File: config.mk
export PLATFORM = sky130hd
export DESIGN_NAME = latch_write_host_flat
export DESIGN_NICKNAME = d
export VERILOG_FILES = /design/src/include/latch_port_pkg.sv /design/src/include/latch_link_if.sv /design/src/core/latch_write_host.sv /design/src/flat_wrapper.sv
export SDC_FILE = /design/constraint.sdc
export NUM_CORES = 1
export LEC_CHECK = 0
export BUFFER_PORTS_ARGS = -buffer_cell sky130_fd_sc_hd__buf_2
export CORE_MARGIN = 4
export CORE_UTILIZATION = 35
export CTS_CLUSTER_SIZE = 14
export DETAILED_ROUTE_END_ITERATION = 8
export MAX_ROUTING_LAYER = met4
export PLACE_DENSITY_LB_ADDON = 0.3
export SLEW_MARGIN = 25
export SYNTH_ARGS = -nofsm -noshare
export SYNTH_HDL_FRONTEND = slang
export SYNTH_SLANG_ARGS = --single-unit
File: constraint.sdc
create_clock -name sys_clk_in -period 3.5 [get_ports sys_clk_in]
set_input_delay 0.525 -clock sys_clk_in [delete_from_list [all_inputs] [get_ports sys_clk_in]]
set_output_delay 0.525 -clock sys_clk_in [all_outputs]
set_load 0.005 [all_outputs]
File: src/include/latch_port_pkg.sv
/*
  shared constants, timing counts and state type of the serial latch write port.
  assumes a 100 MHz system clock on the host end; the device end runs on the serial clock.
*/
package latch_port_pkg;

  localparam int SYS_PERIOD_NS     = 10;
  localparam int T_SCLK_PERIOD_NS  = 10000;
  localparam int T_SETUP_NS        = 30;
  localparam int T_PRECHARGE_NS    = 1000;

  localparam int TIMER_W           = 10;
  // half period and setup strictly longer than the printed figures, hence the +1; precharge is rounded up to exactly 1 us
  localparam logic [TIMER_W-1:0] SCLK_HALF_CYC =
    TIMER_W'(T_SCLK_PERIOD_NS / (2 * SYS_PERIOD_NS) + 1);
  localparam logic [TIMER_W-1:0] SETUP_CYC =
    TIMER_W'(T_SETUP_NS / SYS_PERIOD_NS + 1);
  localparam logic [TIMER_W-1:0] PRECHARGE_CYC =
    TIMER_W'((T_PRECHARGE_NS + SYS_PERIOD_NS - 1) / SYS_PERIOD_NS);
  localparam logic [TIMER_W-1:0] TIMER_ONE = 10'h001;

  localparam int CMD_BITS          = 8;
  localparam int ADDR_W            = 6;
  localparam int CNT_W             = 3;
  localparam int CMD_DATA_POS      = 6;
  localparam int CFG_BITS          = 56;
  localparam int MODE_BITS         = 6;
  localparam int MODE_IDX_W        = 3;
  localparam logic [CNT_W-1:0]  LAST_BIT_CNT   = 3'h7;
  localparam logic [ADDR_W-1:0] MODE_BASE      = 6'h38;
  localparam logic [ADDR_W-1:0] PRECHARGE_ADDR = 6'h3f;
  localparam logic [CMD_BITS-1:0] PRECHARGE_BYTE = 8'hff;
  localparam logic [CFG_BITS-1:0]  CFG_RESET  = 56'h00_0000_0000_0000;
  localparam logic [MODE_BITS-1:0] MODE_RESET = 6'h00;

  typedef enum {
    H_IDLE,
    H_STROBE,
    H_SELECT,
    H_LOW,
    H_HIGH,
    H_NEXT,
    H_DROP,
    H_RELEASE
  } host_state_t;

endpackage : latch_port_pkg

File: src/include/latch_link_if.sv
/*
  four-wire link between host and device: select, latch strobe, serial clock, data.
  assumes the testbench instantiates it; the data wire is resolved here with a pull-up.
*/
`timescale 1ns/1ps
interface latch_link_if;
  logic sclk;
  logic port_select_n;
  logic latch_strobe_n;
  logic host_data_out;
  logic host_data_oe;
  logic dev_data_out;
  logic dev_data_oe;
  logic host_data_pin;

  // weak pull-up: an undriven pin reads as one
  assign host_data_pin = host_data_oe ? host_data_out :
                         (dev_data_oe ? dev_data_out : 1'b1);

  modport host (
    output sclk,
    output port_select_n,
    output latch_strobe_n,
    output host_data_out,
    output host_data_oe,
    input  host_data_pin
  );

  modport dev (
    input  sclk,
    input  port_select_n,
    input  latch_strobe_n,
    input  host_data_pin,
    output dev_data_out,
    output dev_data_oe
  );
endinterface : latch_link_if

File: src/core/latch_write_host.sv
/*
  host end: takes latch write and precharge requests, makes the serial clock by
  dividing sys_clk_in, and drives select, latch strobe and data on the link.
  assumes the device end samples data on the rising serial clock edge.
*/
`timescale 1ns/1ps
// Contract
// - each latch has a unique 6-bit address
// - byte is data, 6-bit address, ignored bit
// - last clock pulse writes the latch
// - writing uses serial clock and power-on reset only
// - serial clock period longer than 10 us
// - over 30 ns setup before first bit
// - commands only with select and strobe low
// - several bytes allowed in one frame
// - release strobe before a following read
// - strobe before select; data released before end
// - drive bit, raise and lower clock, eight times
// - precharge is 0xFF, sent with data undriven
// - precharge waits 1 us strobe before select
// - data changes after fall, sampled on rise
// - all lines high is idle; start from idle
// - precharge only swaps next read order
module latch_write_host
  import latch_port_pkg::*;
(
  input  wire logic                 sys_clk_in,
  input  wire logic                 rst_in,
  input  wire logic                 cmd_valid_in,
  input  wire logic                 cmd_value_in,
  input  wire logic [ADDR_W-1:0]    cmd_addr_in,
  input  wire logic                 cmd_precharge_in,
  input  wire logic                 cmd_last_in,
  output logic                      cmd_ready_out,
  output logic                      busy_out,
  latch_link_if.host                link
);

  host_state_t              state_r;
  host_state_t              state_nxt;
  logic [TIMER_W-1:0]       timer_r;
  logic [TIMER_W-1:0]       timer_nxt;
  logic [CMD_BITS-1:0]      byte_r;
  logic [CMD_BITS-1:0]      byte_nxt;
  logic [CNT_W-1:0]         bit_r;
  logic [CNT_W-1:0]         bit_nxt;
  logic                     pre_r;
  logic                     pre_nxt;
  logic                     last_r;
  logic                     last_nxt;
  logic                     sclk_r;
  logic                     sclk_nxt;
  logic                     sel_n_r;
  logic                     sel_n_nxt;
  logic                     strobe_n_r;
  logic                     strobe_n_nxt;
  logic                     data_r;
  logic                     data_nxt;
  logic                     oe_r;
  logic                     oe_nxt;

  wire                      wait_done  = (timer_r == TIMER_ONE);
  wire                      take_cmd   = cmd_valid_in && cmd_ready_out;
  wire                      last_bit   = (bit_r == LAST_BIT_CNT);
  // the final bit is a don't care; one is sent so the data line ends each byte high
  wire [CMD_BITS-1:0]       cmd_byte   = cmd_precharge_in ? PRECHARGE_BYTE :
                                         {cmd_value_in, cmd_addr_in, 1'b1};

  assign cmd_ready_out = (state_r == H_IDLE) || (state_r == H_NEXT);
  assign busy_out      = (state_r != H_IDLE);

  always_comb
  begin
    state_nxt    = state_r;
    timer_nxt    = wait_done ? timer_r : timer_r - TIMER_ONE;
    byte_nxt     = byte_r;
    bit_nxt      = bit_r;
    pre_nxt      = pre_r;
    last_nxt     = last_r;
    sclk_nxt     = sclk_r;
    sel_n_nxt    = sel_n_r;
    strobe_n_nxt = strobe_n_r;
    data_nxt     = data_r;
    oe_nxt       = oe_r;
    case (state_r)
      H_IDLE:
      begin
        sclk_nxt = 1'b1;
        if (take_cmd)
        begin
          byte_nxt     = cmd_byte;
          pre_nxt      = cmd_precharge_in;
          last_nxt     = cmd_last_in;
          strobe_n_nxt = 1'b0;
          timer_nxt    = cmd_precharge_in ? PRECHARGE_CYC : SETUP_CYC;
          state_nxt    = H_STROBE;
        end
      end
      H_STROBE:
      begin
        if (wait_done)
        begin
          sel_n_nxt = 1'b0;
          timer_nxt = SETUP_CYC;
          state_nxt = H_SELECT;
        end
      end
      H_SELECT:
      begin
        if (wait_done)
        begin
          sclk_nxt  = 1'b0;
          data_nxt  = byte_r[CMD_BITS-1];
          oe_nxt    = !pre_r;
          byte_nxt  = {byte_r[CMD_BITS-2:0], 1'b0};
          bit_nxt   = 3'h0;
          timer_nxt = SCLK_HALF_CYC;
          state_nxt = H_LOW;
        end
      end
      H_LOW:
      begin
        if (wait_done)
        begin
          sclk_nxt  = 1'b1;
          timer_nxt = SCLK_HALF_CYC;
          state_nxt = H_HIGH;
        end
      end
      H_HIGH:
      begin
        if (wait_done && last_bit && last_r)
        begin
          oe_nxt       = 1'b0;
          strobe_n_nxt = pre_r ? 1'b1 : strobe_n_r;
          timer_nxt    = SETUP_CYC;
          state_nxt    = H_DROP;
        end
        else if (wait_done && last_bit)
        begin
          state_nxt = H_NEXT;
        end
        else if (wait_done)
        begin
          // new value only after the falling edge, steady across the rise
          sclk_nxt  = 1'b0;
          data_nxt  = byte_r[CMD_BITS-1];
          byte_nxt  = {byte_r[CMD_BITS-2:0], 1'b0};
          bit_nxt   = bit_r + 3'h1;
          timer_nxt = SCLK_HALF_CYC;
          state_nxt = H_LOW;
        end
      end
      H_NEXT:
      begin
        // clock parks high between bytes, which only lengthens the period
        if (take_cmd)
        begin
          pre_nxt   = cmd_precharge_in;
          last_nxt  = cmd_last_in;
          sclk_nxt  = 1'b0;
          data_nxt  = cmd_byte[CMD_BITS-1];
          oe_nxt    = !cmd_precharge_in;
          byte_nxt  = {cmd_byte[CMD_BITS-2:0], 1'b0};
          bit_nxt   = 3'h0;
          timer_nxt = SCLK_HALF_CYC;
          state_nxt = H_LOW;
        end
      end
      H_DROP:
      begin
        if (wait_done)
        begin
          sel_n_nxt    = 1'b1;
          strobe_n_nxt = 1'b1;
          timer_nxt    = SETUP_CYC;
          state_nxt    = H_RELEASE;
        end
      end
      H_RELEASE:
      begin
        // idle gap so the next frame starts from all lines high
        if (wait_done)
        begin
          state_nxt = H_IDLE;
        end
      end
      default:
      begin
        state_nxt = H_IDLE;
      end
    endcase
  end

  always_ff @(posedge sys_clk_in)
  begin
    if (rst_in)
    begin
      state_r    <= H_IDLE;
      timer_r    <= TIMER_ONE;
      byte_r     <= 8'h00;
      bit_r      <= 3'h0;
      pre_r      <= 1'b0;
      last_r     <= 1'b1;
      sclk_r     <= 1'b1;
      sel_n_r    <= 1'b1;
      strobe_n_r <= 1'b1;
      data_r     <= 1'b1;
      oe_r       <= 1'b0;
    end
    else
    begin
      state_r    <= state_nxt;
      timer_r    <= timer_nxt;
      byte_r     <= byte_nxt;
      bit_r      <= bit_nxt;
      pre_r      <= pre_nxt;
      last_r     <= last_nxt;
      sclk_r     <= sclk_nxt;
      sel_n_r    <= sel_n_nxt;
      strobe_n_r <= strobe_n_nxt;
      data_r     <= data_nxt;
      oe_r       <= oe_nxt;
    end
  end

  // in reset the link clock follows sys_clk_in so the device sees its power-on
  // reset edges; sclk_r parks high, so release on a high phase makes no false edge
  assign link.sclk           = rst_in ? sys_clk_in : sclk_r;
  assign link.port_select_n  = sel_n_r;
  assign link.latch_strobe_n = strobe_n_r;
  assign link.host_data_out  = data_r;
  assign link.host_data_oe   = oe_r;

endmodule : latch_write_host

File: src/flat_wrapper.sv
// flat-port wrapper written by rule: the top's interface ports become plain ports
module latch_write_host_flat import latch_port_pkg::*;
  (sys_clk_in, rst_in, cmd_valid_in, cmd_value_in, cmd_addr_in, cmd_precharge_in, cmd_last_in, cmd_ready_out, busy_out, link_sclk, link_port_select_n, link_latch_strobe_n, link_host_data_out, link_host_data_oe);
  latch_link_if link_i ();
  input  wire logic sys_clk_in;
  input  wire logic rst_in;
  input  wire logic cmd_valid_in;
  input  wire logic cmd_value_in;
  input  wire logic [ADDR_W-1:0] cmd_addr_in;
  input  wire logic cmd_precharge_in;
  input  wire logic cmd_last_in;
  output logic cmd_ready_out;
  output logic busy_out;
  output wire logic [$bits(link_i.sclk)-1:0] link_sclk;
  output wire logic [$bits(link_i.port_select_n)-1:0] link_port_select_n;
  output wire logic [$bits(link_i.latch_strobe_n)-1:0] link_latch_strobe_n;
  output wire logic [$bits(link_i.host_data_out)-1:0] link_host_data_out;
  output wire logic [$bits(link_i.host_data_oe)-1:0] link_host_data_oe;
  assign link_sclk = link_i.sclk;
  assign link_port_select_n = link_i.port_select_n;
  assign link_latch_strobe_n = link_i.latch_strobe_n;
  assign link_host_data_out = link_i.host_data_out;
  assign link_host_data_oe = link_i.host_data_oe;
  latch_write_host u_core (.sys_clk_in(sys_clk_in), .rst_in(rst_in), .cmd_valid_in(cmd_valid_in), .cmd_value_in(cmd_value_in), .cmd_addr_in(cmd_addr_in), .cmd_precharge_in(cmd_precharge_in), .cmd_last_in(cmd_last_in), .cmd_ready_out(cmd_ready_out), .busy_out(busy_out), .link(link_i));
endmodule
==> run summary <==
Status -> completed
Fin Setup TNS -> 0 ns
Post-DP Area -> 3180 um^2
Final min period -> 2.89 ns
Worst-path clk slew -> 0.07 ns
Post-synth cell types -> 69
YS warnings -> 0
Slew HR -> 0.527
Highest Signal Layer -> met4
Total global-route track usage -> 0.167
Die area -> 9800 um^2
Leading area contributor after synthesis -> dfxtp_1
P per Cell Area -> 633 nW/um^2
Ys async rst share -> 0
Initial antenna violation count -> 0
IO buf count -> 18
Finished Core Util -> 0.434
Place WS -> 0.761 ns
1st-pass router iterations -> 5
Grt total ovfl -> 0
Unrepaired setup endpoints after global routing -> false
# setup viols final -> 0
Clk_lat worst skew -> 0.46 ns
Worst setup startpoint -> u_core.state_r[31]$_SDFFE_PP0P_
Crit share post-route -> 0.826
Post-Syn Instances -> 334
Min-delay src -> cmd_last_in
Number of gates resized after CTS -> 0
Area grow syn2layout -> 18.2%
Highest Clock Rate -> 346 MHz
CP startpoint kind -> flop
Synth Cell Area -> 2900 um^2
Post-CTS Hold Fix Bufs -> 0
Seq cells post-synth -> 60
Setup Fix Bufs, Post-CTS -> 0
Setup WS post-layout -> 0.608 ns
Seq/Total Area, Yosys -> 0.415
Slew Limit Fails -> 0
WP data required -> 2.97 ns
Top-count cell post-synth -> dfxtp_1
Fin. Hold Viols -> 0
Max Cap Viol -> 0
Met3 WL post-DR -> 417 um
Setup crit end kind -> output pin
Clock Skews -> 0.0144 ns
# nets final -> 399
Cell area after layout -> 3420 um^2
Top_reg_cell synth -> dfxtp_1
Worst hold-check path type -> in2reg
Core Box Area -> 7890 um^2
Static Leak -> 0.00127 uW
Post-DP HPWL -> 5270 um
Initial core utilization -> 0.367
Slew of the pin with the lowest slew margin -> 0.704 ns
Vias in the first global route -> 2539
DRT Wirelength -> 7380 um
First-pass GRT wire length -> 12300 um
Peak supply drop -> 329 uV
Post-route met1 wirelength -> 3330 um
Syn Area/Cell -> 8.67 um^2
Yosys top cell area share -> 0.415
Avg Vias per Cell -> 5.33
Initial DRC Count -> 337
Antenna cell count -> 0
Post-synth EDFFs -> 0
Horiz. Die Dim -> 99.0 um
Routed WL per cell -> 15.1 um
Row cnt -> 32
Critical-path maximum fanout -> 8
Commonest cells in the netlist -> dfxtp_1, nand2_1, nor2_1
R2r setup slk -> 0.76 ns
Synth top area cells -> dfxtp_1, nand2_1, nor2_1
Critical register-to-register path startpoint -> u_core.state_r[31]$_SDFFE_PP0P_
CTS tree -> yes
Critical path class -> reg2out
DRT antenna net count -> 0
CP arrival -> 2.37 ns
Met2 WL post-DR -> 3470 um
GPL Wtd Cong -> 0.932
Total I/O pin count -> 19
Fill count -> 801
Vias -> 2600
Die height -> 99.0 um
Layout cells sized above 1 -> 0.158
Pin count of the biggest net entering global routing -> 25
Drc violations -> 0
kinds of logic after synthesis:
group           synth area share
buf+inv                   0.0436
simple gates               0.273
xor+xnor                  0.0151
fa+ha+maj                 0.0259
compound gates             0.199
flops                      0.415
mux                       0.0281
other cells              0.00129
metal layers:
| metal | global-route usage | vias to the layer above |
|---|---|---|
| met2 | 0.255 | 67 |
| met1 | 0.197 | 1205 |
| met5 | - | - |
| met4 | 0.0756 | 0 |
| met3 | 0.0602 | 17 |
| li1 | - | 1311 |
stage by stage:
stage	hold WS, ns	std cells	total power, uW
finish	0.297	488	2170
global route	0.312	488	2320
CTS	0.286	488	2180
detailed placement	0.456	469	1460
global placement	0.443	469	1450
floorplan	0.436	362	1310
flip-flops by register name (all words and copies together) (netlist names), 3 cells and up:
signal          count
u_core.state_r     32
u_core.byte_r       8
u_core.timer_r     10
u_core.bit_r        3
cell type report:
class,count,area (um^2),area share
flip-flops and latches,60,1200,0.351
clock inverters,7,76.3,0.0223
inverters,10,37.5,0.0110
well taps,102,128,0.0373
multi-input cells,272,1670,0.489
repair buffers,24,138,0.0402
clock buffers,13,170,0.0497
cells in the final DEF, fill, tap and decap left out, types with 4 or more instances in the layout:
cell	netlist	routed
dfxtp_1	60	60
nand2_1	31	31
conb_1	1	29
nor2_1	28	28
nor3_1	20	20
buf_2	1	18
a21oi_1	15	15
nand3_1	13	13
o21ai_0	12	12
clkbuf_8	0	12
nor4_1	11	11
inv_1	10	10
o22ai_1	9	9
mux2i_1	7	7
buf_4	1	7
or3_1	6	6
ha_1	6	6
nand2b_1	5	5
o31ai_1	4	4
power by group:
part | internal, uW | switching, uW | leakage (uW)
Combinational | 250 | 388 | 0.000651
Clock | 413 | 315 | 0.000124
Sequential | 746 | 54.3 | 0.000496
path summary, 6_finish.rpt:
path,end,cells after the start
worst max-delay path,busy_out,6
worst min-delay path,u_core.last_r$_SDFFE_PP1P_,3
worst max register to register,u_core.byte_r[3]$_SDFFE_PP0P_,7
worst min register to register,u_core.link.host_data_out$_SDFFE_PP1P_,2
worst max-delay path, cell delays in order, from the launching register on:
cell and delay [ns]:
dfxtp_1 0.30, or4_4 0.54, or4_4 0.55, nor2_1 0.10
buf_4 0.18, nand3_1 0.10, buf_2 0.14
No activity file was read; power rests on OpenSTA's default activity.
